==> src/logic/timer_channel_defs.svh <==
// register offsets, field positions, reset values and sizes of the timer channel
`ifndef TIMER_CHANNEL_DEFS_SVH
`define TIMER_CHANNEL_DEFS_SVH

`define ADDR_W                 8
`define OFS_INPUT_CONFIG       8'h20
`define OFS_OUTPUT_CONFIG      8'h40
`define OFS_ENABLE_CONTROL     8'h50
`define OFS_POLARITY_CONFIG    8'h54
`define OFS_IRQ_ENABLE         8'h74
`define OFS_EVENT_GENERATE     8'h78
`define OFS_EVENT_STATUS       8'h7C
`define OFS_COMPARE_VALUE      8'h90

`define BIT_MODE_SELECT_LO     16
`define BIT_PRESCALER_LO       18
`define BIT_PRELOAD_ENABLE     4
`define BIT_OUTPUT_MODE_LO     0
`define BIT_CHANNEL_ENABLE     0
`define BIT_CHANNEL_POLARITY   0
`define BIT_TRIGGER            10
`define BIT_UPDATE             8
`define BIT_OVER_CAPTURE       4
`define BIT_CHANNEL            0

`define RESET_REGISTER         32'h0000_0000
`define COUNTER_W              16

`endif

==> src/logic/timer_channel_pkg.sv <==
// types of the timer channel
package timer_channel_pkg;

  typedef enum logic [2:0] {
    MODE_HOLD      = 3'h0,
    MODE_MATCH_LOW = 3'h1,
    MODE_MATCH_HI  = 3'h2,
    MODE_TOGGLE    = 3'h3,
    MODE_FORCE_LOW = 3'h4,
    MODE_FORCE_HI  = 3'h5,
    MODE_PWM_ONE   = 3'h6,
    MODE_PWM_TWO   = 3'h7
  } output_mode_e;

  typedef enum logic [1:0] {
    SEL_OUTPUT   = 2'h0,
    SEL_INPUT_TI = 2'h1,
    SEL_RESERVED = 2'h2,
    SEL_INPUT_ED = 2'h3
  } channel_mode_e;

endpackage

==> src/logic/timer_channel_compare_control.sv <==
// one capture/compare channel of a simple timer with its register file
// What this block does
// - preload off: compare write goes straight to the active comparator value
// - preload on: written value waits, copied to active value on update event
// - mode 000 holds, 001 clears, 010 sets, 011 toggles reference on match
// - mode 100 forces reference to 0, mode 101 forces it to 1
// - mode 110: reference active while counter below compare value
// - mode 111: reference inactive while counter below compare value
// - input mode: channel enable switches input capture on and off
// - output mode: enable drives channel output to pin, otherwise inactive
// - input polarity 0 captures rising edge, 1 captures falling edge
// - output polarity 0 active high, 1 active low
// - interrupt enable bit 10 gates trigger event interrupt
// - interrupt enable bit 8 gates update event interrupt
// - interrupt enable bit 0 gates channel capture/compare interrupt
// - mode select 00 output, 01 or 11 input, 10 reserved
// - clearing channel enable resets capture event prescaler
// - update event from overflow, software request or restart trigger
// - trigger flag set by hardware, held until software clears it
//
// Chosen here: the Wishbone slave port.
`timescale 1ns/1ps
`include "timer_channel_defs.svh"
module timer_channel_compare_control
  import timer_channel_pkg::*;
#(
  parameter int COUNTER_W = `COUNTER_W
) (
  input  wire logic                 sys_clk_i,
  input  wire logic                 rst_i,
  input  wire logic                 wb_cyc_i,
  input  wire logic                 wb_stb_i,
  input  wire logic                 wb_we_i,
  input  wire logic [`ADDR_W-1:0]   wb_adr_i,
  input  wire logic [3:0]           wb_sel_i,
  input  wire logic [31:0]          wb_dat_i,
  output logic      [31:0]          wb_dat_o,
  output logic                      wb_ack_o,
  input  wire logic [COUNTER_W-1:0] counter_value_i,
  input  wire logic                 counter_wrap_i,
  input  wire logic                 restart_trigger_i,
  input  wire logic                 trigger_i,
  input  wire logic                 channel_in_i,
  output logic                      channel_out_o,
  output logic                      channel_out_en_o,
  output logic                      capture_enable_o,
  output logic                      update_event_o,
  output logic                      irq_o
);

  // register fields
  logic [1:0]           channel_mode_select;
  logic [1:0]           capture_input_prescaler;
  logic                 compare_preload_enable;
  logic [2:0]           output_mode_field;
  logic                 channel_enable;
  logic                 channel_polarity;
  logic                 trigger_irq_enable;
  logic                 update_irq_enable;
  logic                 channel_irq_enable;
  logic                 trigger_event_flag;
  logic                 update_event_flag;
  logic                 over_capture_flag;
  logic                 channel_event_flag;
  logic                 output_reference;
  logic                 match_prev;
  logic                 in_meta;
  logic                 in_sync;

  logic [1:0]           next_channel_mode_select;
  logic [1:0]           next_capture_input_prescaler;
  logic                 next_compare_preload_enable;
  logic [2:0]           next_output_mode_field;
  logic                 next_channel_enable;
  logic                 next_channel_polarity;
  logic                 next_trigger_irq_enable;
  logic                 next_update_irq_enable;
  logic                 next_channel_irq_enable;
  logic                 next_trigger_event_flag;
  logic                 next_update_event_flag;
  logic                 next_over_capture_flag;
  logic                 next_channel_event_flag;
  logic                 next_output_reference;
  logic                 next_match_prev;
  logic [31:0]          next_wb_dat;
  logic                 next_wb_ack;
  logic                 next_channel_out;
  logic                 next_channel_out_en;
  logic                 next_capture_enable;
  logic                 next_update_event;
  logic                 next_irq;

  logic                 access;
  logic                 wr;
  logic                 rd;
  logic [31:0]          wmask;
  logic [31:0]          wval;
  logic                 is_output;
  logic                 is_input;
  logic                 sw_update;
  logic                 sw_trigger;
  logic                 sw_channel;
  logic                 update_now;
  logic                 trigger_now;
  logic                 match_now;
  logic                 new_match;
  logic                 below;
  logic                 capture_pulse;
  logic                 channel_set;
  logic                 compare_write;
  logic [COUNTER_W-1:0] compare_preload;
  logic [COUNTER_W-1:0] compare_active;
  output_mode_e         mode;

  // bus request decode: a write or read completes at the edge where ack is high
  always_comb
  begin
    access        = wb_cyc_i & wb_stb_i & wb_ack_o;
    wr            = access & wb_we_i;
    rd            = access & ~wb_we_i;
    wmask         = {{8{wb_sel_i[3]}}, {8{wb_sel_i[2]}}, {8{wb_sel_i[1]}}, {8{wb_sel_i[0]}}};
    wval          = wb_dat_i & wmask;
    is_output     = (channel_mode_select == SEL_OUTPUT);
    is_input      = (channel_mode_select == SEL_INPUT_TI) ||
                    (channel_mode_select == SEL_INPUT_ED);
    sw_update     = wr && (wb_adr_i == `OFS_EVENT_GENERATE) && wval[`BIT_UPDATE];
    sw_trigger    = wr && (wb_adr_i == `OFS_EVENT_GENERATE) && wval[`BIT_TRIGGER];
    sw_channel    = wr && (wb_adr_i == `OFS_EVENT_GENERATE) && wval[`BIT_CHANNEL];
    update_now    = counter_wrap_i | sw_update | restart_trigger_i;
    trigger_now   = trigger_i | sw_trigger;
    compare_write = wr && (wb_adr_i == `OFS_COMPARE_VALUE);
    match_now     = (counter_value_i == compare_active);
    new_match     = match_now & ~match_prev;
    below         = (counter_value_i < compare_active);
    mode          = output_mode_e'(output_mode_field);
    channel_set   = (is_output & new_match) | (is_input & capture_pulse) | sw_channel;
  end

  // channel input pin passes two flip-flops before the edge logic
  always_ff @(posedge sys_clk_i)
  begin
    if (rst_i)
    begin
      in_meta <= 1'b0;
      in_sync <= 1'b0;
    end
    else
    begin
      in_meta <= channel_in_i;
      in_sync <= in_meta;
    end
  end

  capture_edge_prescaler u_capture (
    .sys_clk_i  (sys_clk_i),
    .rst_i      (rst_i),
    .level_i    (in_sync),
    .falling_i  (channel_polarity),
    .enable_i   (channel_enable & is_input),
    .prescale_i (capture_input_prescaler),
    .capture_o  (capture_pulse)
  );

  compare_shadow #(
    .WIDTH (COUNTER_W)
  ) u_compare (
    .sys_clk_i        (sys_clk_i),
    .rst_i            (rst_i),
    .write_i          (compare_write),
    .write_data_i     (wval[COUNTER_W-1:0]),
    .preload_enable_i (compare_preload_enable),
    .update_i         (update_now),
    .capture_i        ((is_input & capture_pulse) | (is_input & sw_channel)),
    .capture_data_i   (counter_value_i),
    .preload_o        (compare_preload),
    .active_o         (compare_active)
  );

  // register writes, flags and output reference
  always_comb
  begin
    next_channel_mode_select     = channel_mode_select;
    next_capture_input_prescaler = capture_input_prescaler;
    next_compare_preload_enable  = compare_preload_enable;
    next_output_mode_field       = output_mode_field;
    next_channel_enable          = channel_enable;
    next_channel_polarity        = channel_polarity;
    next_trigger_irq_enable      = trigger_irq_enable;
    next_update_irq_enable       = update_irq_enable;
    next_channel_irq_enable      = channel_irq_enable;
    next_trigger_event_flag      = trigger_event_flag;
    next_update_event_flag       = update_event_flag;
    next_over_capture_flag       = over_capture_flag;
    next_channel_event_flag      = channel_event_flag;
    next_match_prev              = match_now;
    next_output_reference        = output_reference;
    if (wr)
    begin
      case (wb_adr_i)
        `OFS_INPUT_CONFIG:
        begin
          if (!channel_enable && wb_sel_i[2])
            next_channel_mode_select = wval[`BIT_MODE_SELECT_LO +: 2];
          if (wb_sel_i[2])
            next_capture_input_prescaler = wval[`BIT_PRESCALER_LO +: 2];
        end
        `OFS_OUTPUT_CONFIG:
        begin
          if (wb_sel_i[0])
          begin
            next_compare_preload_enable = wval[`BIT_PRELOAD_ENABLE];
            next_output_mode_field      = wval[`BIT_OUTPUT_MODE_LO +: 3];
          end
        end
        `OFS_ENABLE_CONTROL:
          if (wb_sel_i[0])
            next_channel_enable = wval[`BIT_CHANNEL_ENABLE];
        `OFS_POLARITY_CONFIG:
          if (wb_sel_i[0])
            next_channel_polarity = wval[`BIT_CHANNEL_POLARITY];
        `OFS_IRQ_ENABLE:
        begin
          if (wb_sel_i[1])
          begin
            next_trigger_irq_enable = wval[`BIT_TRIGGER];
            next_update_irq_enable  = wval[`BIT_UPDATE];
          end
          if (wb_sel_i[0])
            next_channel_irq_enable = wval[`BIT_CHANNEL];
        end
        `OFS_EVENT_STATUS:
        begin
          if (wb_sel_i[1] && !wb_dat_i[`BIT_TRIGGER])
            next_trigger_event_flag = 1'b0;
          if (wb_sel_i[1] && !wb_dat_i[`BIT_UPDATE])
            next_update_event_flag = 1'b0;
          if (wb_sel_i[0] && !wb_dat_i[`BIT_OVER_CAPTURE])
            next_over_capture_flag = 1'b0;
          if (wb_sel_i[0] && !wb_dat_i[`BIT_CHANNEL])
            next_channel_event_flag = 1'b0;
        end
        default:
          next_channel_enable = channel_enable;
      endcase
    end
    if (rd && is_input && (wb_adr_i == `OFS_COMPARE_VALUE))
      next_channel_event_flag = 1'b0;
    // hardware set wins over a clear in the same cycle
    if (trigger_now)
      next_trigger_event_flag = 1'b1;
    if (update_now)
      next_update_event_flag = 1'b1;
    if (is_input && capture_pulse && channel_event_flag)
      next_over_capture_flag = 1'b1;
    if (channel_set)
      next_channel_event_flag = 1'b1;
    case (mode)
      MODE_HOLD:      next_output_reference = output_reference;
      MODE_MATCH_LOW: if (new_match) next_output_reference = 1'b0;
      MODE_MATCH_HI:  if (new_match) next_output_reference = 1'b1;
      MODE_TOGGLE:    if (new_match) next_output_reference = ~output_reference;
      MODE_FORCE_LOW: next_output_reference = 1'b0;
      MODE_FORCE_HI:  next_output_reference = 1'b1;
      MODE_PWM_ONE:   next_output_reference = below;
      MODE_PWM_TWO:   next_output_reference = ~below;
      default:        next_output_reference = output_reference;
    endcase
  end

  // registered outputs
  always_comb
  begin
    next_channel_out_en = channel_enable & is_output;
    if (channel_enable && is_output)
      next_channel_out = next_output_reference ^ channel_polarity;
    else
      next_channel_out = channel_polarity;
    next_capture_enable = channel_enable & is_input;
    next_update_event   = update_now;
    next_irq            = (next_trigger_event_flag & next_trigger_irq_enable) |
                          (next_update_event_flag & next_update_irq_enable) |
                          (next_channel_event_flag & next_channel_irq_enable);
    next_wb_ack         = wb_cyc_i & wb_stb_i & ~wb_ack_o;
    next_wb_dat         = 32'h0000_0000;
    case (wb_adr_i)
      `OFS_INPUT_CONFIG:
      begin
        next_wb_dat[`BIT_MODE_SELECT_LO +: 2] = channel_mode_select;
        next_wb_dat[`BIT_PRESCALER_LO +: 2]   = capture_input_prescaler;
      end
      `OFS_OUTPUT_CONFIG:
      begin
        next_wb_dat[`BIT_PRELOAD_ENABLE]     = compare_preload_enable;
        next_wb_dat[`BIT_OUTPUT_MODE_LO +: 3] = output_mode_field;
      end
      `OFS_ENABLE_CONTROL:
        next_wb_dat[`BIT_CHANNEL_ENABLE] = channel_enable;
      `OFS_POLARITY_CONFIG:
        next_wb_dat[`BIT_CHANNEL_POLARITY] = channel_polarity;
      `OFS_IRQ_ENABLE:
      begin
        next_wb_dat[`BIT_TRIGGER] = trigger_irq_enable;
        next_wb_dat[`BIT_UPDATE]  = update_irq_enable;
        next_wb_dat[`BIT_CHANNEL] = channel_irq_enable;
      end
      `OFS_EVENT_STATUS:
      begin
        next_wb_dat[`BIT_TRIGGER]      = trigger_event_flag;
        next_wb_dat[`BIT_UPDATE]       = update_event_flag;
        next_wb_dat[`BIT_OVER_CAPTURE] = over_capture_flag;
        next_wb_dat[`BIT_CHANNEL]      = channel_event_flag;
      end
      `OFS_COMPARE_VALUE:
        next_wb_dat[COUNTER_W-1:0] = compare_preload;
      default:
        next_wb_dat = 32'h0000_0000;
    endcase
  end

  always_ff @(posedge sys_clk_i)
  begin
    if (rst_i)
    begin
      channel_mode_select     <= 2'h0;
      capture_input_prescaler <= 2'h0;
      compare_preload_enable  <= 1'b0;
      output_mode_field       <= 3'h0;
      channel_enable          <= 1'b0;
      channel_polarity        <= 1'b0;
      trigger_irq_enable      <= 1'b0;
      update_irq_enable       <= 1'b0;
      channel_irq_enable      <= 1'b0;
      trigger_event_flag      <= 1'b0;
      update_event_flag       <= 1'b0;
      over_capture_flag       <= 1'b0;
      channel_event_flag      <= 1'b0;
      output_reference        <= 1'b0;
      match_prev              <= 1'b0;
      wb_dat_o                <= `RESET_REGISTER;
      wb_ack_o                <= 1'b0;
      channel_out_o           <= 1'b0;
      channel_out_en_o        <= 1'b0;
      capture_enable_o        <= 1'b0;
      update_event_o          <= 1'b0;
      irq_o                   <= 1'b0;
    end
    else
    begin
      channel_mode_select     <= next_channel_mode_select;
      capture_input_prescaler <= next_capture_input_prescaler;
      compare_preload_enable  <= next_compare_preload_enable;
      output_mode_field       <= next_output_mode_field;
      channel_enable          <= next_channel_enable;
      channel_polarity        <= next_channel_polarity;
      trigger_irq_enable      <= next_trigger_irq_enable;
      update_irq_enable       <= next_update_irq_enable;
      channel_irq_enable      <= next_channel_irq_enable;
      trigger_event_flag      <= next_trigger_event_flag;
      update_event_flag       <= next_update_event_flag;
      over_capture_flag       <= next_over_capture_flag;
      channel_event_flag      <= next_channel_event_flag;
      output_reference        <= next_output_reference;
      match_prev              <= next_match_prev;
      wb_dat_o                <= next_wb_dat;
      wb_ack_o                <= next_wb_ack;
      channel_out_o           <= next_channel_out;
      channel_out_en_o        <= next_channel_out_en;
      capture_enable_o        <= next_capture_enable;
      update_event_o          <= next_update_event;
      irq_o                   <= next_irq;
    end
  end

endmodule

==> src/logic/compare_shadow.sv <==
// compare value with preload register and active shadow register
`timescale 1ns/1ps
`include "timer_channel_defs.svh"
module compare_shadow #(
  parameter int WIDTH = `COUNTER_W
) (
  input  wire logic             sys_clk_i,
  input  wire logic             rst_i,
  input  wire logic             write_i,
  input  wire logic [WIDTH-1:0] write_data_i,
  input  wire logic             preload_enable_i,
  input  wire logic             update_i,
  input  wire logic             capture_i,
  input  wire logic [WIDTH-1:0] capture_data_i,
  output logic      [WIDTH-1:0] preload_o,
  output logic      [WIDTH-1:0] active_o
);

  logic [WIDTH-1:0] next_preload;
  logic [WIDTH-1:0] next_active;

  always_comb
  begin
    next_preload = preload_o;
    next_active  = active_o;
    if (capture_i)
    begin
      next_preload = capture_data_i;
      next_active  = capture_data_i;
    end
    else if (write_i)
    begin
      next_preload = write_data_i;
      if (!preload_enable_i)
        next_active = write_data_i;
    end
    if (update_i && preload_enable_i && !capture_i)
      next_active = write_i ? write_data_i : preload_o;
  end

  always_ff @(posedge sys_clk_i)
  begin
    if (rst_i)
    begin
      preload_o <= '0;
      active_o  <= '0;
    end
    else
    begin
      preload_o <= next_preload;
      active_o  <= next_active;
    end
  end

endmodule

==> src/logic/capture_edge_prescaler.sv <==
// capture edge selection and event prescaler of the channel input
`timescale 1ns/1ps
module capture_edge_prescaler (
  input  wire logic       sys_clk_i,
  input  wire logic       rst_i,
  input  wire logic       level_i,
  input  wire logic       falling_i,
  input  wire logic       enable_i,
  input  wire logic [1:0] prescale_i,
  output logic            capture_o
);

  logic       prev_level;
  logic [2:0] event_count;
  logic       next_prev_level;
  logic [2:0] next_event_count;
  logic       next_capture;
  logic       edge_seen;
  logic [2:0] limit;

  always_comb
  begin
    next_prev_level  = level_i;
    edge_seen        = falling_i ? (prev_level & ~level_i) : (~prev_level & level_i);
    limit            = 3'((4'h1 << prescale_i) - 4'h1);
    next_event_count = event_count;
    next_capture     = 1'b0;
    if (!enable_i)
      next_event_count = 3'h0;
    else if (edge_seen)
    begin
      if (event_count >= limit)
      begin
        next_event_count = 3'h0;
        next_capture     = 1'b1;
      end
      else
        next_event_count = event_count + 3'h1;
    end
  end

  always_ff @(posedge sys_clk_i)
  begin
    if (rst_i)
    begin
      prev_level  <= 1'b0;
      event_count <= 3'h0;
      capture_o   <= 1'b0;
    end
    else
    begin
      prev_level  <= next_prev_level;
      event_count <= next_event_count;
      capture_o   <= next_capture;
    end
  end

endmodule

==> config.mk <==
export PLATFORM = sky130hd
export DESIGN_NAME = timer_channel_compare_control
export DESIGN_NICKNAME = d
export VERILOG_FILES = /design/src/logic/timer_channel_pkg.sv /design/src/logic/timer_channel_compare_control.sv /design/src/logic/compare_shadow.sv /design/src/logic/capture_edge_prescaler.sv
export VERILOG_INCLUDE_DIRS = /design/src /design/src/logic
export SDC_FILE = /design/constraint.sdc
export NUM_CORES = 1
export LEC_CHECK = 0
export BUFFER_PORTS_ARGS = -buffer_cell sky130_fd_sc_hd__buf_2
export CAP_MARGIN = 15
export CORE_MARGIN = 5
export CORE_UTILIZATION = 35
export DETAILED_ROUTE_END_ITERATION = 10
export PLACE_DENSITY = 0.64
export SYNTH_ARGS = -nofsm -noshare
export SYNTH_HDL_FRONTEND = slang
export SYNTH_SLANG_ARGS = --single-unit
==> constraint.sdc <==
create_clock -name sys_clk_i -period 3.57 [get_ports sys_clk_i]
set_input_delay 0.1785 -clock sys_clk_i [delete_from_list [all_inputs] [get_ports sys_clk_i]]
set_output_delay 0.1785 -clock sys_clk_i [all_outputs]
set_load 0.02 [all_outputs]
; ---- Word level (Yosys, flattened, before mapping)
; Cells that the tools add are included.
[totals]
reg_bits = 96
output_inout_bits = 38
wordCells = 179
[classes]
addsub = 2
order_cmp = 2
n_eq_ne = 19
n_shift = 1
n_mux = 45
n_bitwise = 37
reduce_logical = 41
[op_table]
columns = cell, n
row1 = $mux W16, 6
row2 = $eq A8 B7 Y1 const B, 6
row3 = $mux W1, 32
row4 = $and A20 B20 Y20, 1
row5 = $reduce_and A3 Y1, 6
row6 = $logic_and A1 B1 Y1, 17
row7 = $and A1 B1 Y1, 16
row8 = $eq A16 B16 Y1, 1
row9 = $lt A16 B16 Y1, 1
row10 = $eq A3 B3 Y1 const B, 4
row11 = $not A1 Y1, 11
row12 = $pmux W1 S3, 3
row13 = $eq A8 B6 Y1 const B, 1
row14 = $eq A8 B8 Y1 const B, 1
row15 = $or A1 B1 Y1, 8
row16 = $pmux W1 S8, 1
row17 = $eq A3 B2 Y1 const B, 2
row18 = $logic_not A1 Y1, 6
row19 = $pmux W1 S6, 1
row20 = $reduce_bool A2 Y1, 3
row21 = $reduce_or A2 Y1, 3
row22 = $pmux W2 S2, 1
row23 = $add A3 B1 Y3 const B, 1
row24 = $eq A3 B1 Y1 const B, 1
row25 = other kinds (14), 14

; ---- Depth between registers and ports, before layout
; Gate-level depths: netlist of the first run.
[depth]
depth_word = 11
depth_mapped = 13

; ---- By module
; From an unflattened synthesis of the first run, not the netlist that was laid out.
[unflattened]
cells_unflattened = 496
area_unflattened_um2 = 4386.7
[modules_own_cells]
columns = module, n_inst, cells_per_inst, area_each_um2, seq_area_each_um2
row1 = timer_channel_compare_control, 1, 295, 2491.1, 940.9
row2 = compare_shadow, 1, 168, 1584.0, 640.6
row3 = capture_edge_prescaler, 1, 33, 311.5, 100.1

; ---- Least setup slack after synthesis of the first run
; No wires, ideal clock.
[synth_path]
kind = flip-flop to flip-flop
startpoint = register u_compare.active_o[14]
endpoint = register channel_out_o
setup_ps = 121
t_arrival_ps = 2795
t_required_ps = 3449
setup_slack_ps = 654
stages_incl_launch_ff = 14
cell_sequence = dfxtp_1 > inv_1 > ha_1 > nand4_1 > nor4_1 > nand2_1 > or2_2 > ha_1 > nor2b_1 > o21ai_0 > o211ai_1 > or3_1 > o31ai_1 > mux2_2
[synth_via]
elab_chain_cells = 6
word_cells_on_any_way = 10
classes_between = order compare: 1 / eq/ne: 1 / mux: 5 / bitwise: 3
[synth_rtl]
columns = element, line_no
row1 = start: declaration, compare_shadow.sv:16  ; output logic [WIDTH-1:0] active_o
row2 = start signal: assignment, compare_shadow.sv:51  ; active_o <= next_active;
row3 = branches (longest 3 deep; another with $lt A16 B16 Y1), n/a
row4 = $pmux W1 S8 *, timer_channel_compare_control.sv:257  ; case (mode)
row5 = $xor A1 B1 Y1 *, timer_channel_compare_control.sv:275  ; next_channel_out = next_output_reference ^ channel_polarity;
row6 = $mux W1 *, timer_channel_compare_control.sv:274  ; if (channel_enable && is_output)
row7 = end signal: assignment, timer_channel_compare_control.sv:366  ; channel_out_o <= next_channel_out;
row8 = end: declaration, timer_channel_compare_control.sv:44  ; output logic channel_out_o,
; Mark *: on every way between the ends.
; A chain may end at the register's enable or synchronous reset.

; ---- Worst setup path in the final report of the first run
[layout_path]
startpoint = register u_compare.active_o[15]
endpoint = register channel_out_o
; Same word-level chain as after synthesis.

==> metrics, run 1 <==
outcome=complete, no violations; worst-path cell chain=inv_1 -> ha_1 -> nand4_1 -> nor4_1 -> nand2_1 -> or2_2 -> ha_1 -> nor2b_1 -> o21ai_0 -> o211ai_1 -> or3_1 -> o31ai_1 -> mux2_2; Starting Density=0.3550; Async SR Flop Fraction=0; Clk network pwr share=0.466; Max Cap Viol=0; post-route insts no fill=729; Peak VDD IR=0.2044 mV; CP endpoint kind=flop; final worst slack=0.2921 ns; CTS tree=done; Yosys reg bits=84; pwr dens=404.2 nW/um^2; vias in the first global route=3,821; dpl ws=0.3188 ns; Worst slew margin=0.4140; CP Max Fanout=3; Yosys top cell by area=dfxtp_1; worst-margin pin slew=0.8791 ns; YS warnings=0; worst skew pair latency=0.34 ns; skew final=0.008668 ns; switching share of power=0.2260; commonest register cell after synthesis=dfxtp_1; P_sw=0.4577 mW; post-layout util=0.4188; main area contributors after synthesis=dfxtp_1 (40%), ha_1 (6.5%), nor2_1 (5.2%); Fmax achieved=305.1 MHz; cts hold-fix bufs=0; Hold EP=in_meta$_SDFF_PP0_; final hold vios=0; final WL=11.14 mm; # rows=40; Area after DPL=4708 um^2; chip width=120.2 um; critical path class=flop to flop; hold_ws=0.06266 ns; TritonCTS Buffers=9; Seq/Total Area, Yosys=0.3960; routed length per instance=15.28 um; internal power=1.567 mW; part of the power in combinational logic=0.068; Final Wtd Congestion=0.8213; Syn Area/Cell=8.359 um^2; RSZ-0062 raised after global routing=false; Detail Route Antenna Nets=0; post-CTS setup buffer count=0; Total Power=2.025 mW; Max stage delay cell, worst path=nor4_1; Synth top area share=0.3960; ratio of final minimum period to clock period=0.9182; max incr delay on CP=0.43 ns; largest net degree at the start of global routing=35; DRC viols=0; Syn Inst Count=508; CP most frequent cell=ha_1; # H-tree levels=3; # nets final=669; worst min path class=primary input to flop; Worst Setup Start Kind=flop; post-cts resize count=0; hold depth=2; global route overflow=0; placed insts=714; Pre-antenna DRT Iters=4; CP startpoint=u_compare.active_o[15]$_SDFFE_PP0P_; vias=3,836; setup tns final=0 ns; total track usage=0.1590; count of input and output buffers=81; DIE AREA=14,440 um^2; Post-Syn Area=4247 um^2; reg2reg setup slack=0.29 ns; sequential share of power=0.466; final instance area=5010 um^2; Final HPWL DP=8.038 mm; ratio of cells with drive above 1 in the final layout=0.2062; crit path buf inv count=1; R2R cell count=13; Detailed Route Iter0 Violations=223; clock sinks=84; Area Growth Syn to Fin=17.97%; CP required=3.79 ns; critical path's top delay family=simple AND/OR/NAND/NOR gates; Slew Limit Fails=0; Setup violations, final=0; first-pass GRT wire length=18.37 mm; Core ar.=11,960 um^2; # diodes=0; leakage=2.049 nW; Clock Pin Slew Worst Setup and Hold Paths=0.06 ns; min-delay src=channel_in_i; Worst R2R End=channel_out_o$_SDFF_PP0_; number of synthesized flops with an enable pin=0; CTS Buffer Depth=2; Die Ht=120.2 um; crit path DAT=3.50 ns; initial antenna violation count=1; Synth cell types=63; Root Buffer Master=clkbuf_16; fin crit period=3.278 ns; detail-routed via count per cell=5.262; Top Ports=107; RR Startpoint=u_compare.active_o[15]$_SDFFE_PP0P_
==> cells in the final DEF (no fill, tap or decap), types with 3 or more instances in the layout <==
master / n
dfxtp_1: 84
buf_2: 81
nor2_1: 59
nand2_1: 58
nor3_1: 33
inv_1: 25
ha_1: 22
a211oi_1: 19
and2_1: 18
a21oi_1: 18
o211ai_1: 17
a22o_1: 14
o21ai_0: 12
conb_1: 12
nand3_1: 10
clkbuf_16: 9
buf_4: 9
mux2i_1: 8
nor2b_1: 7
a222oi_1: 4
a22oi_1: 4
nand4_1: 3
and3_1: 3
==> worst register-to-register path: cells and delay by family, from the launching register on <==
family | cells | cell delay, ns
simple gates | 6 | 1.46
flops | 1 | 0.32
fa+ha+maj | 2 | 0.58
buf+inv | 1 | 0.04
compound gates | 3 | 0.38
mux | 1 | 0.36
==> per-layer routing <==
| layer | track usage | wire (um) | up-vias |
|---|---|---|---|
| met5 | 0 | 11 | - |
| met4 | 0.05727 | 173 | 2 |
| met3 | 0.05137 | 580 | 15 |
| met2 | 0.2698 | 5455 | 84 |
| met1 | 0.1876 | 4921 | 1827 |
| li1 | - | - | 1908 |
==> power by group through the flow <==
stage                     clock network (mW)  logic, mW  registers (mW)
after floorplan                            0     0.0838           0.965
after global placement                     0      0.133           0.964
after detailed placement                   0      0.136           0.964
after CTS                              0.976      0.136           0.943
after global routing                    1.02      0.151           0.943
final                                  0.944      0.137           0.943
==> how the worst max path moves through the flow <==
stage,endpoint,slack [ns],depth (start not counted)
6_report,channel_out_o$_SDFF_PP0_,0.29,13
5_1_grt,channel_out_o$_SDFF_PP0_,0.007,13
4_1_cts,channel_out_o$_SDFF_PP0_,0.29,13
3_5_place_dp,channel_out_o$_SDFF_PP0_,0.32,13
3_3_place_gp,channel_out_o$_SDFF_PP0_,0.36,13
2_1_floorplan,channel_out_o$_SDFF_PP0_,0.65,13
==> state kept, by name, indices dropped and copies added (netlist names), 2 cells and up <==
name,flops
wb_dat_o,20
u_compare.preload_o,16
capture_input_prescaler,2
mode,3
u_compare.active_o,16
channel_mode_select,2
u_capture.event_count,3
==> logic make-up (layout without fill, tap and decap cells) <==
group | count (synthesis) | after routing | synth area share
AO/OA/AOI/OAI | 101 | 101 | 0.1700
XOR/XNOR | 3 | 3 | 0.006189
adder cells (fa/ha/maj) | 22 | 22 | 0.06482
buffers and inverters | 67 | 130 | 0.07867
flip-flops | 84 | 84 | 0.3960
multiplexers | 9 | 9 | 0.02151
other | 1 | 12 | 0.0008831
AND/OR/NAND/NOR | 221 | 221 | 0.2619
==> cell usage after synthesis (4+ instances only) <==
| cell type | count |
|---|---|
| a211oi_1 | 19 |
| a21oi_1 | 18 |
| a222oi_1 | 4 |
| a22o_1 | 14 |
| a22oi_1 | 4 |
| and2_1 | 18 |
| buf_2 | 6 |
| buf_4 | 14 |
| clkbuf_1 | 18 |
| dfxtp_1 | 84 |
| ha_1 | 22 |
| inv_1 | 25 |
| mux2i_1 | 8 |
| nand2_1 | 58 |
| nand3_1 | 10 |
| nor2_1 | 59 |
| nor2b_1 | 7 |
| nor3_1 | 33 |
| o211ai_1 | 17 |
| o21ai_0 | 12 |
==> area by class of cell <==
type / count / area [um^2]
clock buffer: 11 / 252.7
clock inverter: 4 / 48.80
fill: 1207 / 6952
inverter: 25 / 93.84
multi-input combinational: 368 / 2276
sequential: 84 / 1682
tap: 147 / 183.9
timing repair buffer: 90 / 473.0
Note: power is estimated with default switching activity, not from simulation.
==> run 2: changes to the inputs <==
BUFFER_PORTS_ARGS = -buffer_cell sky130_fd_sc_hd__buf_4   (was -buffer_cell sky130_fd_sc_hd__buf_2)
==> metrics, run 2 (synthesis results as in run 1) <==
CP required=3.79 ns (about the same); Worst slew margin=0.4418 (+0.02781); clock sinks=84 (unchanged); ratio of cells with drive above 1 in the final layout=0.2048 (-0.001366); DRC viols=0 (unchanged); first-pass GRT wire length=18.74 mm (+2.0%); initial antenna violation count=0 (-1); Worst Setup Start Kind=flop; skew final=0.006494 ns (-0.002175 ns); Reg with most FFs=wb_dat_o; commonest cells after routing, fill and taps aside=buf_4 (88), dfxtp_1 (84), nor2_1 (59); crit path DAT=3.49 ns (about the same); ratio of final minimum period to clock period=0.9141 (-0.004102); hold_ws=0.05962 ns (-0.003042 ns); post-CTS setup buffer count=0 (unchanged); met3 usage=0.04006 (-0.01131); outcome=complete, no violations; global route overflow=0 (unchanged); Peak VDD IR=0.2516 mV (+23%); Max stage delay cell, worst path=nor4_1; # diodes=0 (unchanged); vias in the first global route=3,874 (+1.4%); Final Wtd Congestion=0.8221 (about the same); detail-routed via count per cell=5.339 (+1.5%); commonest non-fill, non-tap cell in the layout=buf_4; GR Util met1=0.1969 (+0.009224); Die Ht=120.2 um (unchanged); final instance area=5229 um^2 (+4.4%); vias=3,887 (+1.3%); worst-path cell chain=inv_1 -> ha_1 -> nand4_1 -> nor4_1 -> nand2_1 -> or2_2 -> ha_1 -> nor2b_1 -> o21ai_0 -> o211ai_1 -> or3_1 -> o31ai_1 -> mux2_2; sequential share of power=0.442 (-0.024); max reg flops=20 (unchanged); post-cts resize count=0 (unchanged); reg2reg setup slack=0.31 ns (about the same); min-delay src=channel_in_i; Detailed Route Iter0 Violations=267 (+20%); fin crit period=3.263 ns (-0.01464 ns); Worst R2R End=channel_out_o$_SDFF_PP0_; CP most frequent cell=ha_1; leakage=2.093 nW (+2.2%); Root Buffer Master=clkbuf_16; P_sw=0.4873 mW (+6.5%); worst skew pair latency=0.34 ns (about the same); DIE AREA=14,440 um^2 (unchanged); largest net degree at the start of global routing=71 (+100%); Area Growth Syn to Fin=23.13%; CP Max Fanout=3 (unchanged); # H-tree levels=3 (unchanged); Core ar.=11,960 um^2 (unchanged); # nets final=667 (-0.30%); Regs by FF count=wb_dat_o x20, u_compare.active_o x16, u_compare.preload_o x16; global route hottest layer=met2; Slew Limit Fails=0 (unchanged); Pre-antenna DRT Iters=5 (+1); internal power=1.648 mW (+5.2%); critical path class=flop to flop; worst min path class=primary input to flop; Fmax achieved=306.4 MHz (+0.45%); fillcell total=1,151 (-4.6%); max incr delay on CP=0.45 ns (+0.02 ns); Top Ports=107 (unchanged); Detail Route Antenna Nets=0 (unchanged); pwr dens=408.4 nW/um^2 (+1.0%); cts hold-fix bufs=0 (unchanged); Clock Pin Slew Worst Setup and Hold Paths=0.06 ns (about the same); met2 Usage GRT=0.2722 (+0.002459); worst-margin pin slew=0.8373 ns (-0.04172 ns); setup tns final=0 ns (unchanged); part of the power in combinational logic=0.072 (+0.004); Setup violations, final=0 (unchanged); count of input and output buffers=81 (unchanged); chip width=120.2 um (unchanged); Clk network pwr share=0.487 (+0.021); Hold EP=in_meta$_SDFF_PP0_; Max Cap Viol=0 (unchanged); routed length per instance=15.50 um (+1.4%); Starting Density=0.3550 (unchanged); Area after DPL=4896 um^2 (+4.0%); CTS Buffer Depth=2 (unchanged); final WL=11.28 mm (+1.3%); area of the multi-input gates=2276 um^2 (unchanged); Final HPWL DP=8.033 mm (about the same); Reg area=1682 um^2 (unchanged); hold depth=2 (unchanged); RR Startpoint=u_compare.active_o[14]$_SDFFE_PP0P_; # rows=40 (unchanged); TritonCTS Buffers=9 (unchanged); final hold vios=0 (unchanged); R2R cell count=13 (unchanged); RSZ-0062 raised after global routing=false; total track usage=0.1600 (+0.0009756); CP endpoint kind=flop; switching share of power=0.2282 (+0.002166); CTS tree=done
-- run 2: changes by cell type in the layout (fill, tap and decap cells not counted), sizes merged --
cell,delta
buf,-2
bufinv,+1
clkbuf,-1
clkinv,-3
clkinvlp,+1
inv,+3
-- run 2: power groups by stage --
stage          Sequential [mW]  Combinational, mW  Clock [mW]
2_1_floorplan            0.965             0.0838           0
3_3_place_gp             0.964              0.150           0
3_5_place_dp             0.964              0.152           0
4_1_cts                  0.943              0.153        1.06
5_1_grt                  0.943              0.168        1.11
6_report                 0.943              0.153        1.04
-- run 2: stage by stage --
step                      total power, mW  setup slack [ns]  std cells  utilization
final                               2.135            0.3067        728       0.4371
after CTS                           2.159            0.2872        728       0.4371
after global routing                2.217          0.002917        728       0.4371
after detailed placement            1.117            0.3090        712       0.4093
after global placement              1.114            0.3703        712       0.4093
after floorplan                     1.049            0.6541        519            -
-- run 2: layout make-up --
cell class	instances	area share
Clock buffer	10	0.04570
Clock inverter	6	0.01795
Inverter	25	0.01795
Multi-Input combinational cell	368	0.4353
Sequential cell	84	0.3216
Tap cell	147	0.03518
Timing Repair Buffer	88	0.1263
-- run 2: layer usage --
metal / wire [um] / up-vias / share of wire
met5: 0 / - / 0
met4: 259 / 0 / 0.023
met3: 725 / 27 / 0.064
met2: 5455 / 140 / 0.48
met1: 4842 / 1817 / 0.43
li1: - / 1903 / -
-- run 2: worst max path at each step --
stage | start | cells past startpoint | to | slack, ns
after floorplan | u_compare.active_o[14]$_SDFFE_PP0P_ | 13 | channel_out_o$_SDFF_PP0_ | 0.65
after global placement | u_compare.active_o[14]$_SDFFE_PP0P_ | 13 | channel_out_o$_SDFF_PP0_ | 0.37
after detailed placement | u_compare.active_o[14]$_SDFFE_PP0P_ | 13 | channel_out_o$_SDFF_PP0_ | 0.31
after CTS | u_compare.active_o[14]$_SDFFE_PP0P_ | 13 | channel_out_o$_SDFF_PP0_ | 0.29
after global routing | u_compare.active_o[14]$_SDFFE_PP0P_ | 13 | channel_out_o$_SDFF_PP0_ | 0.003
final | u_compare.active_o[14]$_SDFFE_PP0P_ | 13 | channel_out_o$_SDFF_PP0_ | 0.31
-- run 2: worst max-delay path, delay by kind of cell, from the launching register on --
family,cells,cell delay (ns)
fa+ha+maj,2,0.59
buf+inv,1,0.05
flops,1,0.33
compound gates,3,0.34
simple gates,6,1.48
mux,1,0.36
==> run 3: changes to the inputs <==
==> constraint.sdc (replaced) <==
create_clock -name sys_clk_i -period 3.57 [get_ports sys_clk_i]
set_input_delay 0.357 -clock sys_clk_i [delete_from_list [all_inputs] [get_ports sys_clk_i]]
set_output_delay 0.357 -clock sys_clk_i [all_outputs]
set_load 0.02 [all_outputs]
==> metrics, run 3 (synthesis results as in run 1) <==
Setup violations, final=0 (unchanged); outcome=complete, no violations; ratio of cells with drive above 1 in the final layout=0.2045 (-0.0003519); hold_ws=0.2387 ns (+0.1791 ns); Detail Route Antenna Nets=0 (unchanged); # nets final=668 (+0.15%); Final HPWL DP=7.934 mm (-1.2%); worst-margin pin slew=0.7556 ns (-0.08174 ns); chip width=120.2 um (unchanged); post-CTS setup buffer count=0 (unchanged); Fmax achieved=300.7 MHz (-1.9%); Starting Density=0.3550 (unchanged); Slew Limit Fails=0 (unchanged); Final Wtd Congestion=0.7934 (-3.5%); Pre-antenna DRT Iters=4 (-1); RSZ-0062 raised after global routing=false; initial antenna violation count=0 (unchanged); # diodes=0 (unchanged); reg2reg setup slack=0.24 ns (-0.06 ns); detail-routed via count per cell=5.291 (-0.91%); final WL=11.15 mm (-1.1%); Peak VDD IR=0.1913 mV (-24%); count of input and output buffers=81 (unchanged); DRC viols=0 (unchanged); vias=3,857 (-0.77%); Max Cap Viol=0 (unchanged); leakage=2.084 nW (-0.46%); worst skew pair latency=0.34 ns (about the same); cts hold-fix bufs=0 (unchanged); first-pass GRT wire length=17.88 mm (-4.6%); skew final=0.008042 ns (+0.001549 ns); CP required=3.79 ns (about the same); commonest non-fill, non-tap cell in the layout=buf_4; pwr dens=388.0 nW/um^2 (-5.0%); R2R cell count=13 (unchanged); Top Ports=107 (unchanged); Hold EP=in_meta$_SDFF_PP0_; RR Startpoint=u_compare.active_o[14]$_SDFFE_PP0P_; Die Ht=120.2 um (unchanged); post-cts resize count=0 (unchanged); Area Growth Syn to Fin=22.78%; Total Power=2.023 mW (-5.3%); TritonCTS Buffers=9 (unchanged); Worst R2R End=channel_out_o$_SDFF_PP0_; CTS Buffer Depth=2 (unchanged); Worst Setup Start Kind=flop; fin crit period=3.326 ns (+0.06244 ns); global route overflow=0 (unchanged); Detailed Route Iter0 Violations=232 (-13%); CP Max Fanout=3 (unchanged); largest net degree at the start of global routing=71 (unchanged); # rows=40 (unchanged); DIE AREA=14,440 um^2 (unchanged); Regs by FF count=wb_dat_o x20, u_compare.active_o x16, u_compare.preload_o x16; setup tns final=0 ns (unchanged); Reg with most FFs=wb_dat_o; Core ar.=11,960 um^2 (unchanged); critical path class=flop to flop; CP endpoint kind=flop; worst min path class=primary input to flop; CTS tree=done; CP startpoint=u_compare.active_o[14]$_SDFFE_PP0P_; Worst slew margin=0.4957 (+0.05395); min-delay src=channel_in_i; ratio of final minimum period to clock period=0.9316 (+0.01749); total track usage=0.1539 (-0.006139); Clock Pin Slew Worst Setup and Hold Paths=0.06 ns (about the same); Root Buffer Master=clkbuf_16; crit path DAT=3.55 ns (+0.06 ns); max reg flops=20 (unchanged); final hold vios=0 (unchanged); clock sinks=84 (unchanged); # H-tree levels=3 (unchanged); commonest cells after routing, fill and taps aside=buf_4 (87), dfxtp_1 (84), nor2_1 (59); routed length per instance=15.30 um (-1.3%); hold depth=2 (unchanged); vias in the first global route=3,834 (-1.0%)
## run 3: changes by cell type in the layout (fill, tap and decap cells not counted), sizes merged
cell / previous run / this run
clkinv: 0 / 4
inv: 28 / 25
bufinv: 2 / 1
buf: 88 / 89
## run 3: worst max path at each step
stage | to | cells past startpoint
after global placement | channel_out_o$_SDFF_PP0_ | 13
final | channel_out_o$_SDFF_PP0_ | 13
after floorplan | channel_out_o$_SDFF_PP0_ | 12
after CTS | channel_out_o$_SDFF_PP0_ | 13
after detailed placement | channel_out_o$_SDFF_PP0_ | 13
after global routing | channel_out_o$_SDFF_PP0_ | 13
## run 3: final cells by class
| class | instances | area, um^2 |
|---|---|---|
| Clock buffer | 10 | 229.0 |
| Tap cell | 147 | 183.9 |
| Multi-Input combinational cell | 368 | 2276 |
| Timing Repair Buffer | 89 | 684.4 |
| Fill cell | 1198 | 6748 |
| Inverter | 25 | 93.84 |
| Clock inverter | 6 | 65.06 |
| Sequential cell | 84 | 1682 |
## run 3: metal layers
metal  routed length (um)  vias up  GRT usage  share of wire
met4                  123        0    0.05154          0.011
met5                    0        -          0              0
li1                     -     1911          -              -
met2                 5658      100     0.2719           0.51
met3                  587       11    0.04430          0.053
met1                 4784     1835     0.1775           0.43
## run 3: worst max-delay path: stages, from the launching register on
cell and delay [ns]:
dfxtp_1 0.34, inv_1 0.05, ha_1 0.30, nand4_1 0.15
nor4_1 0.46, nand2_1 0.16, or2_2 0.35, ha_1 0.29
nor2b_1 0.04, o21ai_0 0.15, o211ai_1 0.13, or3_1 0.36
o31ai_1 0.08, mux2_2 0.36
## run 3: report_power, final
group	internal [mW]	switching [mW]	total (mW)
clock network	0.542	0.384	0.926
logic	0.0679	0.0852	0.153
registers	0.941	0.00209	0.943
## run 3: stage by stage
stage	setup slack (ns)	instances	instance area (um^2)	util
floorplan	0.6384	519	4288	-
global placement	0.2265	712	4908	0.4104
detailed placement	0.1599	712	4908	0.4104
CTS	0.2695	728	5202	0.4349
global route	0.05554	729	5214	0.4359
finish	0.2443	729	5214	0.4359
